===== src/tms_map.vh =====
// Constants of the 16-bit timer output and mode select block: APB offsets,
// field positions, reset values and mode encodings.
// Assumes inclusion by bare name from the design files under src/.
`ifndef TMS_MAP_VH
`define TMS_MAP_VH

// ***************************************************************
// Register byte offsets (APB, one aligned word each)
// ***************************************************************
`define TMS_OFS_CTRL_A 8'h00
`define TMS_OFS_CTRL_B 8'h04
`define TMS_OFS_CMP_A 8'h08
`define TMS_OFS_CMP_B 8'h0c
`define TMS_OFS_CAPTURE 8'h10
`define TMS_OFS_COUNT 8'h14
`define TMS_OFS_PIN_DIR 8'h18
`define TMS_OFS_STATUS 8'h1c
`define TMS_OFS_INT_CLEAR 8'h20
`define TMS_OFS_INT_ENABLE 8'h24

// ***************************************************************
// Field positions
// ***************************************************************
`define TMS_CTRL_A_ACT_A_HI 7
`define TMS_CTRL_A_ACT_A_LO 6
`define TMS_CTRL_A_ACT_B_HI 5
`define TMS_CTRL_A_ACT_B_LO 4
`define TMS_CTRL_A_MODE_HI 1
`define TMS_CTRL_A_MODE_LO 0
`define TMS_CTRL_B_MODE_HI 4
`define TMS_CTRL_B_MODE_LO 3
`define TMS_CTRL_B_CS_HI 2
`define TMS_CTRL_B_CS_LO 0
`define TMS_CTRL_B_MASK 8'hdf
`define TMS_EV_OVF 0
`define TMS_EV_MATCH_A 1
`define TMS_EV_MATCH_B 2

// ***************************************************************
// Reset values
// ***************************************************************
`define TMS_RST_CTRL 8'h00
`define TMS_RST_WORD 16'h0000
`define TMS_RST_EV 3'h0
`define TMS_RST_DIR 2'h0

// ***************************************************************
// Mode families, event points and TOP sources
// ***************************************************************
`define TMS_CLS_NONPWM 2'h0
`define TMS_CLS_FAST 2'h1
`define TMS_CLS_DUAL 2'h2
`define TMS_PT_IMM 2'h0
`define TMS_PT_TOP 2'h1
`define TMS_PT_BOTTOM 2'h2
`define TMS_PT_MAX 2'h3
`define TMS_TOP_FIXED 2'h0
`define TMS_TOP_CAPTURE 2'h1
`define TMS_TOP_CMP_A 2'h2
`define TMS_TOP_8BIT 16'h00ff
`define TMS_TOP_9BIT 16'h01ff
`define TMS_TOP_10BIT 16'h03ff
`define TMS_TOP_MAX 16'hffff
`define TMS_BOTTOM 16'h0000
`define TMS_ACT_OFF 2'h0
`define TMS_ACT_TOGGLE 2'h1
`define TMS_ACT_CLEAR 2'h2
`define TMS_ACT_SET 2'h3

`endif


===== src/tms_chan.v =====
// One compare output channel: holds the waveform level and applies the
// output action for the current mode family on each timer tick.
// Assumes match, bottom and direction flags are aligned to the same tick.
`timescale 1ns/1ps
`default_nettype none
`include "tms_map.vh"
module tms_chan #(
	parameter IS_A = 1'b1
) (
	input wire pclk,
	input wire presetn,
	input wire tick,
	input wire [1:0] action,
	input wire [1:0] mode_class,
	input wire toggle_ok,
	input wire match,
	input wire at_bottom,
	input wire count_up,
	input wire cmp_at_top,
	input wire cmp_at_bottom,
	output reg wave,
	output wire connected
);
	reg next_wave;
	wire may_toggle;

	// Toggle is legal always in non-PWM; in PWM modes only on channel A, and only where toggle_ok is set
	assign may_toggle = (mode_class == `TMS_CLS_NONPWM) | (toggle_ok & IS_A);
	assign connected = action[1] | (action[0] & may_toggle);

	// Next waveform level
	always @* begin
		next_wave = wave;
		if (tick) begin
			case (mode_class)
				`TMS_CLS_FAST: begin
					if (action[1]) begin
						if (at_bottom)
							next_wave = ~action[0];
						if (match & ~cmp_at_top)
							next_wave = action[0];
					end else if (action[0] & may_toggle & match) begin
						next_wave = ~wave;
					end
				end
				`TMS_CLS_DUAL: begin
					if (action[1]) begin
						if (cmp_at_bottom)
							next_wave = action[0];
						else if (cmp_at_top)
							next_wave = ~action[0];
						else if (match)
							next_wave = count_up ? action[0] : ~action[0];
					end else if (action[0] & may_toggle & match) begin
						next_wave = ~wave;
					end
				end
				default: begin
					if (match) begin
						case (action)
							`TMS_ACT_TOGGLE: next_wave = ~wave;
							`TMS_ACT_CLEAR: next_wave = 1'b0;
							`TMS_ACT_SET: next_wave = 1'b1;
							default: next_wave = wave;
						endcase
					end
				end
			endcase
		end
	end

	// Waveform register
	always @(posedge pclk or negedge presetn) begin
		if (!presetn)
			wave <= 1'b0;
		else
			wave <= next_wave;
	end
endmodule
`default_nettype wire


===== src/tms_mode_dec.v =====
// Waveform mode decoder: maps the four-bit mode selector onto family,
// TOP source, compare reload point and overflow point.
// Assumes a purely combinational use inside the timer top.
`timescale 1ns/1ps
`default_nettype none
`include "tms_map.vh"
module tms_mode_dec (
	input wire [3:0] waveform_mode_select,
	output reg [1:0] mode_class,
	output reg [1:0] top_source,
	output reg [15:0] fixed_top,
	output reg [1:0] update_point,
	output reg [1:0] overflow_point,
	output reg toggle_ok
);
	// Decode of all sixteen mode codes
	always @* begin
		mode_class = `TMS_CLS_NONPWM;
		top_source = `TMS_TOP_FIXED;
		fixed_top = `TMS_TOP_MAX;
		update_point = `TMS_PT_IMM;
		overflow_point = `TMS_PT_MAX;
		toggle_ok = 1'b0;
		case (waveform_mode_select)
			4'h1, 4'h2, 4'h3, 4'ha, 4'hb: begin
				mode_class = `TMS_CLS_DUAL;
				update_point = `TMS_PT_TOP;
				overflow_point = `TMS_PT_BOTTOM;
			end
			4'h8, 4'h9: begin
				mode_class = `TMS_CLS_DUAL;
				update_point = `TMS_PT_BOTTOM;
				overflow_point = `TMS_PT_BOTTOM;
			end
			4'h5, 4'h6, 4'h7, 4'he, 4'hf: begin
				mode_class = `TMS_CLS_FAST;
				update_point = `TMS_PT_BOTTOM;
				overflow_point = `TMS_PT_TOP;
			end
			default: begin
				mode_class = `TMS_CLS_NONPWM;
			end
		endcase
		// TOP source and fixed resolutions
		case (waveform_mode_select)
			4'h1, 4'h5: fixed_top = `TMS_TOP_8BIT;
			4'h2, 4'h6: fixed_top = `TMS_TOP_9BIT;
			4'h3, 4'h7: fixed_top = `TMS_TOP_10BIT;
			4'h4, 4'h9, 4'hb, 4'hf: top_source = `TMS_TOP_CMP_A;
			4'h8, 4'ha, 4'hc, 4'he: top_source = `TMS_TOP_CAPTURE;
			default: fixed_top = `TMS_TOP_MAX;
		endcase
		// Toggle on channel A only in PWM modes 9, b, e and f
		case (waveform_mode_select)
			4'he, 4'hf: toggle_ok = 1'b1;
			4'h9, 4'hb: toggle_ok = 1'b1;
			default: toggle_ok = 1'b0;
		endcase
	end
endmodule
`default_nettype wire


===== src/tms_timer.v =====
// Top of the 16-bit timer output and mode select block: APB register file,
// counter sequence, compare reload, overflow and match flags, pin muxing.
// Assumes timer_tick is a one-cycle enable pulse from an external prescaler.
`timescale 1ns/1ps
`default_nettype none
`include "tms_map.vh"
module tms_timer (
	input wire pclk,
	input wire presetn,
	input wire psel,
	input wire penable,
	input wire pwrite,
	input wire [7:0] paddr,
	input wire [31:0] pwdata,
	output reg [31:0] prdata,
	output reg pready,
	output reg pslverr,
	input wire timer_tick,
	output reg wave_out_a,
	output reg wave_oe_a,
	output reg pin_override_a,
	output reg wave_out_b,
	output reg wave_oe_b,
	output reg pin_override_b,
	output reg irq
);
	// ***************************************************************
	// Declarations
	// ***************************************************************
	reg [7:0] timer_control_a;
	reg [7:0] timer_control_b;
	reg [15:0] cmp_a_buf;
	reg [15:0] cmp_b_buf;
	reg [15:0] compare_value_a;
	reg [15:0] compare_value_b;
	reg [15:0] capture_value;
	reg [15:0] count_value;
	reg count_up;
	reg [1:0] pin_dir;
	reg [2:0] status;
	reg [2:0] int_enable;
	reg [15:0] next_count;
	reg next_up;
	reg [31:0] next_prdata;
	reg next_slverr;
	reg next_ovf;
	reg [15:0] top;

	wire [3:0] waveform_mode_select;
	wire [1:0] chan_a_output_action;
	wire [1:0] chan_b_output_action;
	wire [1:0] mode_class;
	wire [1:0] top_source;
	wire [15:0] fixed_top;
	wire [1:0] update_point;
	wire [1:0] overflow_point;
	wire toggle_ok;
	wire setup;
	wire wr;
	wire tick;
	wire at_top;
	wire at_bottom;
	wire at_max;
	wire match_a;
	wire match_b;
	wire reload;
	wire [2:0] events;
	wire [2:0] clear_bits;
	wire wave_a;
	wire wave_b;
	wire conn_a;
	wire conn_b;

	// ***************************************************************
	// Field extraction
	// ***************************************************************
	// Mode selector joined from both control registers
	assign waveform_mode_select = {timer_control_b[`TMS_CTRL_B_MODE_HI:`TMS_CTRL_B_MODE_LO],
		timer_control_a[`TMS_CTRL_A_MODE_HI:`TMS_CTRL_A_MODE_LO]};
	assign chan_a_output_action = timer_control_a[`TMS_CTRL_A_ACT_A_HI:`TMS_CTRL_A_ACT_A_LO];
	assign chan_b_output_action = timer_control_a[`TMS_CTRL_A_ACT_B_HI:`TMS_CTRL_A_ACT_B_LO];

	// Bus phase decode; the slave never inserts wait states
	assign setup = psel & ~penable;
	assign wr = psel & penable & pwrite;

	// Counter runs only on ticks while a clock source is selected
	assign tick = timer_tick & (timer_control_b[`TMS_CTRL_B_CS_HI:`TMS_CTRL_B_CS_LO] != 3'h0);

	// ***************************************************************
	// Mode decoder
	// ***************************************************************
	tms_mode_dec u_dec (
		.waveform_mode_select(waveform_mode_select),
		.mode_class(mode_class),
		.top_source(top_source),
		.fixed_top(fixed_top),
		.update_point(update_point),
		.overflow_point(overflow_point),
		.toggle_ok(toggle_ok)
	);

	// TOP selection from fixed value, capture or active compare A
	always @* begin
		case (top_source)
			`TMS_TOP_CAPTURE: top = capture_value;
			`TMS_TOP_CMP_A: top = compare_value_a;
			default: top = fixed_top;
		endcase
	end

	// Counter position flags
	// Matches look at the count before the tick edge, so a TOP or BOTTOM
	// event and a compare match can fall on the same tick
	assign at_top = (count_value == top);
	assign at_bottom = (count_value == `TMS_BOTTOM);
	assign at_max = (count_value == `TMS_TOP_MAX);
	assign match_a = tick & (count_value == compare_value_a);
	assign match_b = tick & (count_value == compare_value_b);

	// ***************************************************************
	// Count sequence
	// ***************************************************************
	// Single slope wraps at TOP; dual slope turns round at TOP and BOTTOM
	always @* begin
		next_count = count_value;
		next_up = count_up;
		if (tick) begin
			if (mode_class == `TMS_CLS_DUAL) begin
				if (count_up & at_top) begin
					next_up = 1'b0;
					next_count = count_value - 16'h0001;
				end else if (~count_up & at_bottom) begin
					next_up = 1'b1;
					next_count = count_value + 16'h0001;
				end else begin
					next_count = count_up ? count_value + 16'h0001 : count_value - 16'h0001;
				end
			end else begin
				next_up = 1'b1;
				next_count = at_top ? `TMS_BOTTOM : count_value + 16'h0001;
			end
		end
	end

	// Counter register, software may also load it
	// A software load wins over a tick in the same cycle; the direction
	// bit is kept, so a dual-slope count carries on along its slope
	always @(posedge pclk or negedge presetn) begin
		if (!presetn) begin
			count_value <= `TMS_RST_WORD;
			count_up <= 1'b1;
		end else if (wr && paddr == `TMS_OFS_COUNT) begin
			count_value <= pwdata[15:0];
		end else begin
			count_value <= next_count;
			count_up <= next_up;
		end
	end

	// ***************************************************************
	// Compare reload and overflow
	// ***************************************************************
	// Buffered compare values move to the active copies at the reload point
	// Immediate modes copy every cycle, so the active value trails a
	// buffer write by one clock only
	assign reload = (update_point == `TMS_PT_IMM) |
		(tick & (update_point == `TMS_PT_TOP) & at_top) |
		(tick & (update_point == `TMS_PT_BOTTOM) & at_bottom);

	always @(posedge pclk or negedge presetn) begin
		if (!presetn) begin
			compare_value_a <= `TMS_RST_WORD;
			compare_value_b <= `TMS_RST_WORD;
		end else if (reload) begin
			compare_value_a <= cmp_a_buf;
			compare_value_b <= cmp_b_buf;
		end
	end

	// Overflow point per mode family
	always @* begin
		case (overflow_point)
			`TMS_PT_TOP: next_ovf = tick & at_top;
			`TMS_PT_BOTTOM: next_ovf = tick & at_bottom & ~count_up;
			default: next_ovf = tick & at_max;
		endcase
	end

	assign events = {match_b, match_a, next_ovf};
	assign clear_bits = (wr && paddr == `TMS_OFS_INT_CLEAR) ? pwdata[2:0] : 3'h0;

	// ***************************************************************
	// Output channels
	// ***************************************************************
	tms_chan #(.IS_A(1'b1)) u_chan_a (
		.pclk(pclk),
		.presetn(presetn),
		.tick(tick),
		.action(chan_a_output_action),
		.mode_class(mode_class),
		.toggle_ok(toggle_ok),
		.match(match_a),
		.at_bottom(at_bottom),
		.count_up(count_up),
		.cmp_at_top(compare_value_a == top),
		.cmp_at_bottom(compare_value_a == `TMS_BOTTOM),
		.wave(wave_a),
		.connected(conn_a)
	);

	tms_chan #(.IS_A(1'b0)) u_chan_b (
		.pclk(pclk),
		.presetn(presetn),
		.tick(tick),
		.action(chan_b_output_action),
		.mode_class(mode_class),
		.toggle_ok(toggle_ok),
		.match(match_b),
		.at_bottom(at_bottom),
		.count_up(count_up),
		.cmp_at_top(compare_value_b == top),
		.cmp_at_bottom(compare_value_b == `TMS_BOTTOM),
		.wave(wave_b),
		.connected(conn_b)
	);

	// Pin mux: waveform takes the pin, driver needs the direction bit too
	// The claim follows the action field even while the driver stays off,
	// so the port logic can tell a parked pin from a free one
	always @(posedge pclk or negedge presetn) begin
		if (!presetn) begin
			wave_out_a <= 1'b0;
			wave_oe_a <= 1'b0;
			pin_override_a <= 1'b0;
			wave_out_b <= 1'b0;
			wave_oe_b <= 1'b0;
			pin_override_b <= 1'b0;
		end else begin
			wave_out_a <= wave_a;
			pin_override_a <= conn_a;
			wave_oe_a <= conn_a & pin_dir[0];
			wave_out_b <= wave_b;
			pin_override_b <= conn_b;
			wave_oe_b <= conn_b & pin_dir[1];
		end
	end

	// ***************************************************************
	// Register writes
	// ***************************************************************
	always @(posedge pclk or negedge presetn) begin
		if (!presetn) begin
			timer_control_a <= `TMS_RST_CTRL;
			timer_control_b <= `TMS_RST_CTRL;
			cmp_a_buf <= `TMS_RST_WORD;
			cmp_b_buf <= `TMS_RST_WORD;
			capture_value <= `TMS_RST_WORD;
			pin_dir <= `TMS_RST_DIR;
			int_enable <= `TMS_RST_EV;
		end else if (wr) begin
			case (paddr)
				`TMS_OFS_CTRL_A: timer_control_a <= pwdata[7:0];
				`TMS_OFS_CTRL_B: timer_control_b <= pwdata[7:0] & `TMS_CTRL_B_MASK;
				`TMS_OFS_CMP_A: cmp_a_buf <= pwdata[15:0];
				`TMS_OFS_CMP_B: cmp_b_buf <= pwdata[15:0];
				`TMS_OFS_CAPTURE: capture_value <= pwdata[15:0];
				`TMS_OFS_PIN_DIR: pin_dir <= pwdata[1:0];
				`TMS_OFS_INT_ENABLE: int_enable <= pwdata[2:0];
				default: int_enable <= int_enable;
			endcase
		end
	end

	// Sticky event flags; a new event wins over a clear in the same cycle
	// Writes to the status offset are ignored; only the clear register
	// takes flags down
	always @(posedge pclk or negedge presetn) begin
		if (!presetn)
			status <= `TMS_RST_EV;
		else
			status <= (status & ~clear_bits) | events;
	end

	// Level interrupt from enabled flags
	always @(posedge pclk or negedge presetn) begin
		if (!presetn)
			irq <= 1'b0;
		else
			irq <= |(((status & ~clear_bits) | events) & int_enable);
	end

	// ***************************************************************
	// Register reads
	// ***************************************************************
	// Read data is captured in the setup cycle and held through access
	// A write transfer returns zero read data; the error flag is raised
	// for an unmapped offset in either direction
	always @* begin
		next_prdata = 32'h00000000;
		next_slverr = 1'b0;
		case (paddr)
			`TMS_OFS_CTRL_A: next_prdata = {24'h000000, timer_control_a};
			`TMS_OFS_CTRL_B: next_prdata = {24'h000000, timer_control_b};
			`TMS_OFS_CMP_A: next_prdata = {16'h0000, cmp_a_buf};
			`TMS_OFS_CMP_B: next_prdata = {16'h0000, cmp_b_buf};
			`TMS_OFS_CAPTURE: next_prdata = {16'h0000, capture_value};
			`TMS_OFS_COUNT: next_prdata = {16'h0000, count_value};
			`TMS_OFS_PIN_DIR: next_prdata = {30'h00000000, pin_dir};
			`TMS_OFS_STATUS: next_prdata = {29'h00000000, status};
			`TMS_OFS_INT_CLEAR: next_prdata = 32'h00000000;
			`TMS_OFS_INT_ENABLE: next_prdata = {29'h00000000, int_enable};
			default: next_slverr = 1'b1;
		endcase
	end

	always @(posedge pclk or negedge presetn) begin
		if (!presetn) begin
			prdata <= 32'h00000000;
			pslverr <= 1'b0;
			pready <= 1'b0;
		end else begin
			pready <= 1'b1;
			if (setup) begin
				prdata <= pwrite ? 32'h00000000 : next_prdata;
				pslverr <= next_slverr;
			end
		end
	end
endmodule
`default_nettype wire


===== config.mk =====
export PLATFORM = sky130hd
export DESIGN_NAME = tms_timer
export DESIGN_NICKNAME = d
export VERILOG_FILES = /design/src/tms_chan.v /design/src/tms_mode_dec.v /design/src/tms_timer.v
export VERILOG_INCLUDE_DIRS = /design/src /design/src/src
export SDC_FILE = /design/constraint.sdc
export NUM_CORES = 1
export LEC_CHECK = 0
export ABC_AREA = 0
export BUFFER_PORTS_ARGS = -buffer_cell sky130_fd_sc_hd__buf_2
export CORE_MARGIN = 4
export CORE_UTILIZATION = 60
export DETAILED_ROUTE_END_ITERATION = 10
export HOLD_SLACK_MARGIN = 0.15
export PLACE_DENSITY_LB_ADDON = 0.12
export SLEW_MARGIN = 20
export SYNTH_ARGS = -nofsm -noshare
export SYNTH_HDL_FRONTEND = slang
export SYNTH_HIERARCHICAL = 1
export SYNTH_SLANG_ARGS = --single-unit

===== constraint.sdc =====
create_clock -name pclk -period 4.5 [get_ports pclk]
set_clock_uncertainty 0.1 [all_clocks]
set_input_delay 0.225 -clock pclk [delete_from_list [all_inputs] [get_ports pclk]]
set_output_delay 0.225 -clock pclk [all_outputs]
set_load 0.1 [all_outputs]

==> impl_metrics.py, run 1 <==
metrics = {
    "status": {
        "status": "complete, no violations",
    },
    "floorplanning": {
        "core_sq_um": 15300,
        "start_util_pct": 61.9,
        "num_rows": 45,
        "die_area_sq_um": 17900,
        "die_h_um": 134,
        "die_w_um": 134,
        "ios": 87,
    },
    "synth": {
        "synth-seq-cells": 147,
        "synthesis.area_sq_um": 9480,
        "synth_ff_type": "dfrtp_1",
        "synthDistinctLibCells": 78,
        "postSynthAreaPerCell_sq_um": 9.60,
        "yosysSeqAreaShare_pct": 38.8,
        "yosys_warnings": 6,
        "synthArstFlopShare_pct": 100,
        "synthCells": 987,
        "synth_edf_count": 0,
    },
    "cts": {
        "h-tree-depth": 4,
        "cts_hold_buf": 18,
        "insertion_delay_ns": 0.43,
        "clock_path_buffers": 2,
        "clkSinkCount": 147,
        "cts_tree": "done",
        "cts_buffers": 17,
        "cts-root-buf": "clkbuf_16",
        "cts.clk_slew.worst_paths_ns": 0.07,
        "ctsResizeCount": 0,
        "cts_setup_buffers": 0,
    },
    "route": {
        "vias": 8246,
        "via_per_inst": 6.48,
        "ant_nets": 0,
        "wirelength_um": 29000,
        "wl_per_cell_um": 22.8,
        "drt_iter0_markers": 943,
        "drt_first_pass_iters": 6,
        "drc": 0,
    },
    "global_route": {
        "antenna_found_initial": 0,
        "grt_pass1_wl_um": 44900,
        "grt-ovfl-total": 0,
        "grt_pass1_vias": 7929,
        "grt_max_degree": 67,
        "grt.total_usage_pct": 32.7,
    },
    "placed_design": {
        "dp.cells": 1221,
        "port_buffers": 54,
        "place.gp.congestion": 0.987,
        "hpwl_um": 20400,
    },
    "sta": {
        "min_period_ns": 4.22,
        "clock.fmax_mhz": 237,
        "timing.final.crit_share_pct": 93.8,
        "drv_slew": 0,
        "setup_tns_ns": 0,
        "rsz0062_at_grt": "false",
        "hold_viol_final": 0,
        "tightest_slew_ns": 0.994,
        "setup_viol": 0,
        "slew-limit-headroom_pct": 33.6,
    },
    "hold_path": {
        "hp-class": "primary input to register",
    },
    "setup_path": {
        "cp.arrival_ns": 4.42,
        "critical_path_buf_inv_count": 2,
        "path_class": "register to register",
        "cpPeakStageDelay_ns": 0.64,
        "crit_fanout": 32,
        "required_ns": 4.70,
        "cp-start-kind": "register",
        "crit_family": "compound AO/OA/AOI/OAI gates",
        "path_cells": "o31ai_1 > inv_1 > ha_1 > a221oi_1 > or3_1 > nand4_1 > or4_4 > nor2_4 > a21boi_1 > o32ai_4 > buf_12 > mux2_1",
        "slowest_stage": "or4_4",
        "endpoint_kind": "register",
    },
    "finish": {
        "nets": 1104,
        "n_fill_cell": 1232,
        "drive_gt1_share_pct": 20.1,
        "final_util_pct": 69.6,
        "fin_cells": 1272,
        "syn_to_final_growth_pct": 12.5,
    },
    "power_and_ir_drop": {
        "p_total_uw": 3370,
        "ir_drop_mv": 0.329,
        "p_leak_uw": 0.00524,
        "powerDensity_nw_per_um2": 316,
    },
    "run": {
        "maxCapViolCount": 0,
    },
}
## cells by family after synthesis
group,after synthesis,synth area share [%]
multiplexers,98,11.5
AND/OR/NAND/NOR,325,18.1
AO/OA/AOI/OAI,223,17.1
XOR/XNOR,71,6.56
adder cells (fa/ha/maj),11,1.45
flip-flops,147,38.8
other,3,0.119
buffers and inverters,109,6.30
## layer usage
metal	part of all wire [%]	track usage, %
met5	0	0
met4	2.6	9.66
met3	9.6	9.06
met2	46	51.9
met1	42	44.2
## cells in the final DEF, fill, tap and decap left out, types with 18 or more instances in the layout
cell type / netlist / final
a21oi_1: 27 / 27
and3_1: 18 / 18
buf_2: 3 / 53
buf_4: 32 / 32
conb_1: 3 / 25
dfrtp_1: 146 / 146
dlygate4sd3_1: 0 / 18
inv_1: 23 / 23
mux2_1: 27 / 27
mux2_2: 60 / 60
nand2_1: 87 / 87
nand3_1: 22 / 22
nand4_1: 20 / 20
nor2_1: 38 / 38
nor2b_1: 20 / 20
nor3_1: 23 / 23
nor4_1: 25 / 25
o21ai_0: 63 / 63
or3_1: 20 / 20
xor2_1: 59 / 59
## metrics by stage
step           hold WS [ns]  setup WS (ns)  cell area (sq um)
3_5_place_dp          0.151          0.375               9870
2_1_floorplan        -0.171          0.750               9560
5_1_grt               0.226        0.00836              10700
3_3_place_gp          0.150          0.416               9870
6_report              0.211          0.281              10700
4_1_cts               0.197          0.347              10700
## registers in the layout (all words and copies together) (netlist names), 2 cells and up
| register | cells |
|---|---|
| count_value | 16 |
| cmp_a_buf | 16 |
| compare_value_a | 16 |
| timer_control_a | 8 |
| status | 3 |
| int_enable | 3 |
| cmp_b_buf | 16 |
| compare_value_b | 16 |
| pin_dir | 2 |
| capture_value | 16 |
| prdata | 16 |
| timer_control_b | 7 |
## worst reg2reg max path: cells and delay by family, from the launching register on
family,cells,cell delay [ns]
and+or+nand+nor,4,1.10
adders and majority gates,1,0.49
muxes,1,0.40
buffers and inverters,2,0.33
AOI/OAI and AO/OA,4,1.16
DFF,1,0.51
## Yosys cell counts, types with 7 or more instances
cell type  number  share of area, %
nor3_1         23               1.2
mux2_1         27               3.2
nor2b_1        20               1.3
buf_4          32               2.5
a222oi_1       15               1.6
and3_1         18               1.2
xor2_1         59               5.5
nor2_1         38               1.5
a221oi_1       16               1.5
nand2_1        87               3.4
and2_1          9              0.59
clkbuf_1       39               1.5
ha_1           11               1.5
mux2_2         60               7.1
nand2b_1        9              0.59
a21o_1         16               1.3
or2_2          14              0.92
nand3_1        22               1.2
a22oi_1         8              0.63
mux2i_1        11               1.2
o21ai_0        63               3.3
a21oi_1        27               1.4
o211ai_1       10              0.79
buf_6           7              0.83
xnor2_1        12               1.1
nand4_1        20               1.3
dfrtp_1       146                39
or3_1          20               1.3
nor4_1         25               1.7
inv_1          23              0.91
## area by class of cell
cell class              instances  area [sq um]  share of cell area [%]
well taps                     211           264                    2.48
clock inverters                15           189                    1.77
flip-flops and latches        147          3680                    34.5
diodes                          1          2.50                  0.0235
clock buffers                  17           425                    3.99
inverters                      23          86.3                   0.810
multi-input cells             753          5300                    49.7
repair buffers                105           717                    6.72
## where the power goes
part,switching [uW],internal [uW],leakage (uW),total [uW]
sequential,84.6,1350,0.00201,1440
clock,644,846,0.000301,1490
combinational,296,151,0.00293,447
total,1030,2350,0.00524,3370
## final timing paths
kind / cells after the start / startpoint / slack [ns] / end
worst max-delay path: 12 / timer_control_a[0] / 0.28 / compare_value_a[14]
worst min-delay path: 4 / timer_tick / 0.21 / count_value[1]
worst max register to register: 12 / timer_control_a[0] / 0.28 / compare_value_a[14]
worst min register to register: 0 / u_chan_b/wave / 0.36 / wave_out_b
max in group asynchronous: 3 / presetn / 3.02 / cmp_a_buf[12]
min in group asynchronous: 2 / presetn / 0.26 / wave_oe_b
No activity file was read; power rests on OpenSTA's default activity.
==> run 2, diff against run 1 <==
--- a/config.mk
+++ b/config.mk
@@ -8,8 +8,10 @@
 export LEC_CHECK = 0
 export ABC_AREA = 0
 export BUFFER_PORTS_ARGS = -buffer_cell sky130_fd_sc_hd__buf_2
+export CELL_PAD_IN_SITES_DETAIL_PLACEMENT = 0
+export CELL_PAD_IN_SITES_GLOBAL_PLACEMENT = 1
 export CORE_MARGIN = 4
-export CORE_UTILIZATION = 60
+export CORE_UTILIZATION = 47
 export DETAILED_ROUTE_END_ITERATION = 10
 export HOLD_SLACK_MARGIN = 0.15
 export PLACE_DENSITY_LB_ADDON = 0.12
==> impl_metrics.py, run 2 (same netlist as run 1, synthesis figures left out) <==
metrics = {
    "sta": {
        "setup_ws_ns": 0.223,
        "min_period_ns": 4.28,
        "tightest_slew_ns": 1.10,
        "timing.final.crit_share_pct": 95.1,
        "setup_viol": 0,
        "whs_ns": 0.246,
        "rsz0062_at_grt": "false",
        "slew-limit-headroom_pct": 26.7,
        "hold_viol_final": 0,
        "drv_slew": 0,
        "setup_tns_ns": 0,
        "clock.fmax_mhz": 234,
    },
    "cts": {
        "cts_setup_buffers": 0,
        "h-tree-depth": 4,
        "cts_buffers": 17,
        "clock_path_buffers": 2,
        "insertion_delay_ns": 0.44,
        "cts.clk_slew.worst_paths_ns": 0.08,
        "cts-root-buf": "clkbuf_16",
        "ctsResizeCount": 0,
        "clkSinkCount": 147,
        "cts_tree": "done",
    },
    "floorplanning": {
        "die_area_sq_um": 22500,
        "start_util_pct": 48.2,
        "num_rows": 51,
        "ios": 87,
        "core_sq_um": 19700,
        "die_w_um": 150,
        "die_h_um": 150,
    },
    "finish": {
        "nets": 1101,
        "final_cell_mix": "dfrtp_1, nand2_1, o21ai_0",
        "n_fill_cell": 1849,
        "regArea_sq_um": 3680,
        "syn_to_final_growth_pct": 13.0,
        "antennaDiodeCount": 0,
        "multi_input_area_sq_um": 5300,
        "final_common_cell": "dfrtp_1",
        "final_util_pct": 54.5,
        "drive_gt1_share_pct": 20.0,
    },
    "global_route": {
        "grt.total_usage_pct": 27.8,
        "antenna_found_initial": 0,
        "grt_pass1_wl_um": 47000,
        "grt-ovfl-total": 0,
        "grt_max_degree": 148,
        "grt_pass1_vias": 7732,
    },
    "run": {
        "maxCapViolCount": 0,
    },
    "setup_path": {
        "path_class": "register to register",
        "rrSetupSlack_ns": 0.22,
        "crit_fanout": 16,
        "slowest_stage": "a221oi_1",
        "cpPeakStageDelay_ns": 0.56,
        "path_cells": "o31ai_1 > inv_1 > ha_1 > a221oi_1 > or2_2 > xor2_1 > nand4_1 > nor4_1 > buf_4 > nor2b_1 > o211a_1 > o311ai_1 > o221ai_1",
        "cp-start-kind": "register",
        "cp.arrival_ns": 4.48,
        "endpoint_kind": "register",
        "required_ns": 4.70,
    },
    "power_and_ir_drop": {
        "p_leak_uw": 0.00522,
        "ir_drop_mv": 0.250,
        "powerDensity_nw_per_um2": 312,
        "p_total_uw": 3340,
    },
    "placed_design": {
        "port_buffers": 54,
        "hpwl_um": 22000,
        "place.gp.congestion": 0.946,
        "post-place-ws_ns": 0.313,
    },
    "route": {
        "drt_iter0_markers": 721,
        "drc": 0,
        "ant_nets": 0,
        "wirelength_um": 30700,
        "drt_first_pass_iters": 7,
        "wl_per_cell_um": 23.2,
        "via_per_inst": 6.05,
        "vias": 8000,
    },
    "hold_path": {
        "hp-class": "primary input to register",
    },
    "status": {
        "status": "complete, no violations",
    },
}
-- run 2: through the flow --
step                instance area [sq um]  instances
floorplan                            9560       1009
global placement                     9920       1272
detailed placement                   9920       1272
CTS                                 10700       1322
global route                        10700       1322
finish                              10700       1322
-- run 2: per-layer routing --
metal  track usage (%)  part of all wire, %  up-vias
met1              39.3                   46     3919
met5                 0                    0        -
met2              42.9                   45      294
li1                  -                    -     3729
met3              5.27                  6.0       58
met4              9.65                  3.3        0
-- run 2: cell type report --
type | instances | area share [%]
Multi-Input combinational cell | 753 | 49.5
Sequential cell | 147 | 34.4
Timing Repair Buffer | 102 | 6.60
Clock buffer | 17 | 3.97
Tap cell | 265 | 3.10
Clock inverter | 15 | 1.69
Inverter | 23 | 0.806
-- run 2: where the power goes --
part / switching (uW) / internal, uW
clock network: 709 / 754
registers: 92.0 / 1350
logic: 284 / 152
total: 1090 / 2260
-- run 2: timing repair --
item,CTS,global route
endpoints found under the setup margin,0,0
hold buffers,18,0
hold endpoints to repair,226,0
-- run 2: worst paths after layout --
path / from / end / cells past startpoint
max in group asynchronous: presetn / cmp_a_buf[2] / 3
min reg2reg: u_chan_b/wave / wave_out_b / 0
max: timer_control_a[0] / u_chan_b/wave / 13
max reg2reg: timer_control_a[0] / u_chan_b/wave / 13
min in group asynchronous: presetn / count_value[14] / 3
min: paddr[0] / pslverr / 4
-- run 2: critical path, delay by kind of cell (launching register included) --
family | cells | cell delay [ns]
AO/OA/AOI/OAI | 5 | 1.61
AND/OR/NAND/NOR | 4 | 0.94
flip-flops | 1 | 0.50
adder cells (fa/ha/maj) | 1 | 0.49
buffers and inverters | 2 | 0.34
XOR/XNOR | 1 | 0.18
==> run 3, diff against run 2 <==
--- a/config.mk
+++ b/config.mk
@@ -6,12 +6,12 @@
 export SDC_FILE = /design/constraint.sdc
 export NUM_CORES = 1
 export LEC_CHECK = 0
-export ABC_AREA = 0
+export ABC_AREA = 1
 export BUFFER_PORTS_ARGS = -buffer_cell sky130_fd_sc_hd__buf_2
 export CELL_PAD_IN_SITES_DETAIL_PLACEMENT = 0
 export CELL_PAD_IN_SITES_GLOBAL_PLACEMENT = 1
 export CORE_MARGIN = 4
-export CORE_UTILIZATION = 47
+export CORE_UTILIZATION = 44
 export DETAILED_ROUTE_END_ITERATION = 10
 export HOLD_SLACK_MARGIN = 0.15
 export PLACE_DENSITY_LB_ADDON = 0.12
==> impl_metrics.py, run 3 <==
metrics = {
    "cts": {
        "ctsResizeCount": 0,
        "cts_hold_buf": 20,
        "cts.clk_slew.worst_paths_ns": 0.08,
        "insertion_delay_ns": 0.44,
        "cts_tree": "done",
        "h-tree-depth": 4,
        "cts_buffers": 17,
        "clkSinkCount": 147,
        "cts_setup_buffers": 0,
        "cts-root-buf": "clkbuf_16",
        "clock_path_buffers": 2,
    },
    "synth": {
        "synth_ff_type": "dfrtp_1",
        "postSynthAreaPerCell_sq_um": 7.07,
        "synth_top_area_cell": "dfrtp_1",
        "netlist.area_leader.share_pct": 36.9,
        "yosysSeqAreaShare_pct": 37.1,
        "synthCells": 1403,
        "synth-seq-cells": 147,
        "ys_top_cells_by_area": "dfrtp_1, nand2_1, o21ai_0, nand3_1, inv_1",
        "synth_edf_count": 0,
        "synthesis.area_sq_um": 9910,
        "synthArstFlopShare_pct": 100,
        "ys_top_cells_by_count": "nand2_1, dfrtp_1, o21ai_0, inv_1, nand3_1",
        "synthDistinctLibCells": 44,
        "yosysMostFrequentCell": "nand2_1",
        "yosys_warnings": 6,
    },
    "route": {
        "ant_nets": 0,
        "wirelength_um": 33200,
        "vias": 9531,
        "drt_first_pass_iters": 5,
        "drt_iter0_markers": 960,
        "drc": 0,
        "via_per_inst": 5.48,
        "wl_per_cell_um": 19.1,
    },
    "sta": {
        "tightest_slew_ns": 0.923,
        "drv_slew": 0,
        "timing.final.crit_share_pct": 81.4,
        "setup_ws_ns": 0.836,
        "min_period_ns": 3.66,
        "whs_ns": 0.176,
        "setup_tns_ns": 0,
        "hold_viol_final": 0,
        "setup_viol": 0,
        "clock.fmax_mhz": 273,
        "rsz0062_at_grt": "false",
        "slew-limit-headroom_pct": 38.2,
    },
    "status": {
        "status": "complete, no violations",
    },
    "global_route": {
        "gr-max-usage-layer": "met1",
        "grt.met3_usage_pct": 5.55,
        "grt.total_usage_pct": 27.1,
        "grt-ovfl-total": 0,
        "gr-usage-met1_pct": 40.5,
        "grt_pass1_vias": 8865,
        "grt_max_degree": 52,
        "gr-usage-met2_pct": 39.9,
        "antenna_found_initial": 0,
        "grt_pass1_wl_um": 51900,
    },
    "setup_path": {
        "endpoint_kind": "register",
        "cpPeakStageDelay_ns": 0.50,
        "path_class": "register to register",
        "slowest_stage": "dfrtp_1",
        "path_cells": "inv_1 > nand3_1 > nand3_1 > ha_1 > inv_2 > nand3_1 > nand2_1 > or2_2 > nand3_1 > nor3_1 > nand4_1 > nor2_1 > inv_1 > nand2_1 > inv_1 > nor2_1 > nand2_1 > nand3_1 > nor2_1 > a21oi_1",
        "crit_fanout": 32,
        "path_common_cell": "nand3_1",
        "cp.arrival_ns": 3.93,
        "required_ns": 4.77,
        "worstReg2RegStart": "timer_control_b[3]",
        "rrSetupSlack_ns": 0.84,
        "critPathLaunch": "timer_control_b[3]",
        "cp-start-kind": "register",
    },
    "power_and_ir_drop": {
        "sequentialPowerShare_pct": 39.5,
        "p_leak_uw": 0.00547,
        "ir_drop_mv": 0.206,
        "p_switching_uw": 1340,
        "p_clk_share_pct": 40.0,
        "swShare_pct": 36.3,
        "powerDensity_nw_per_um2": 336,
        "power.internal_uw": 2350,
        "combinationalPowerShare_pct": 20.5,
    },
    "floorplanning": {
        "die_w_um": 158,
        "start_util_pct": 45.0,
        "ios": 87,
        "die_h_um": 158,
        "core_sq_um": 22000,
        "die_area_sq_um": 25000,
        "num_rows": 54,
    },
    "placed_design": {
        "dpl-instance-area_sq_um": 10200,
        "port_buffers": 54,
        "hpwl_um": 24400,
        "post-place-ws_ns": 0.889,
        "place.gp.congestion": 0.989,
    },
    "finish": {
        "drive_gt1_share_pct": 10.3,
        "final_cell_mix": "nand2_1, dfrtp_1, o21ai_0",
        "syn_to_final_growth_pct": 10.9,
        "final_cell_area_sq_um": 11000,
        "final_common_cell": "nand2_1",
        "nets": 1500,
    },
    "hold_path": {
        "hp-class": "primary input to async pin",
    },
    "run": {
        "maxCapViolCount": 0,
    },
}
run 3: worst paths after layout:
path,end,depth (start not counted)
worst max-delay path,u_chan_a/wave,20
worst min-delay path,count_value[10],2
worst max register to register,u_chan_a/wave,20
worst min register to register,wave_out_a,0
max in group asynchronous,cmp_a_buf[6],3
min in group pclk,int_enable[0],4
run 3: through the flow:
stage,util (%),cells,power (uW)
global placement,46.2,1684,2210
floorplan,-,1425,2030
finish,49.9,1738,3690
CTS,49.9,1736,3710
detailed placement,46.2,1684,2210
global route,49.9,1736,3860
run 3: worst max-delay path, delay by kind of cell (launching register included):
family,cells,cell delay (ns)
AO/OA/AOI/OAI,1,0.13
adder cells (fa/ha/maj),1,0.30
buffers and inverters,4,0.74
flip-flops,1,0.50
AND/OR/NAND/NOR,14,1.78
run 3: per-layer routing:
metal	up-vias	share of wire [%]
met3	45	8.3
met1	4498	46
li1	4616	-
met4	0	2.1
met5	-	0
met2	372	43
run 3: final cells by class:
| type | count | area [sq um] |
|---|---|---|
| repair buffers | 88 | 582 |
| fillers | 2249 | 11000 |
| inverters | 134 | 503 |
| diodes | 2 | 5.00 |
| flip-flops and latches | 147 | 3680 |
| clock buffers | 17 | 425 |
| clock inverters | 15 | 178 |
| multi-input cells | 1055 | 5270 |
| well taps | 280 | 350 |
run 3: power by group through the flow:
stage               registers (uW)  logic (uW)  clock network (uW)
finish                        1460         757                1480
global route                  1460         842                1560
CTS                           1450         755                1500
detailed placement            1480         736                   0
global placement              1480         733                   0
floorplan                     1430         597                   0
run 3: cells by family (layout without fill, tap and decap cells):
kind of cell	after synthesis	after routing	share of synthesized area (%)
AOI/OAI and AO/OA	189	189	10.8
adders and majority gates	11	11	1.39
and+or+nand+nor	768	768	34.6
other	3	27	0.114
DFF	147	147	37.1
buffers and inverters	223	254	10.6
xor gates and xnor gates	62	62	5.48
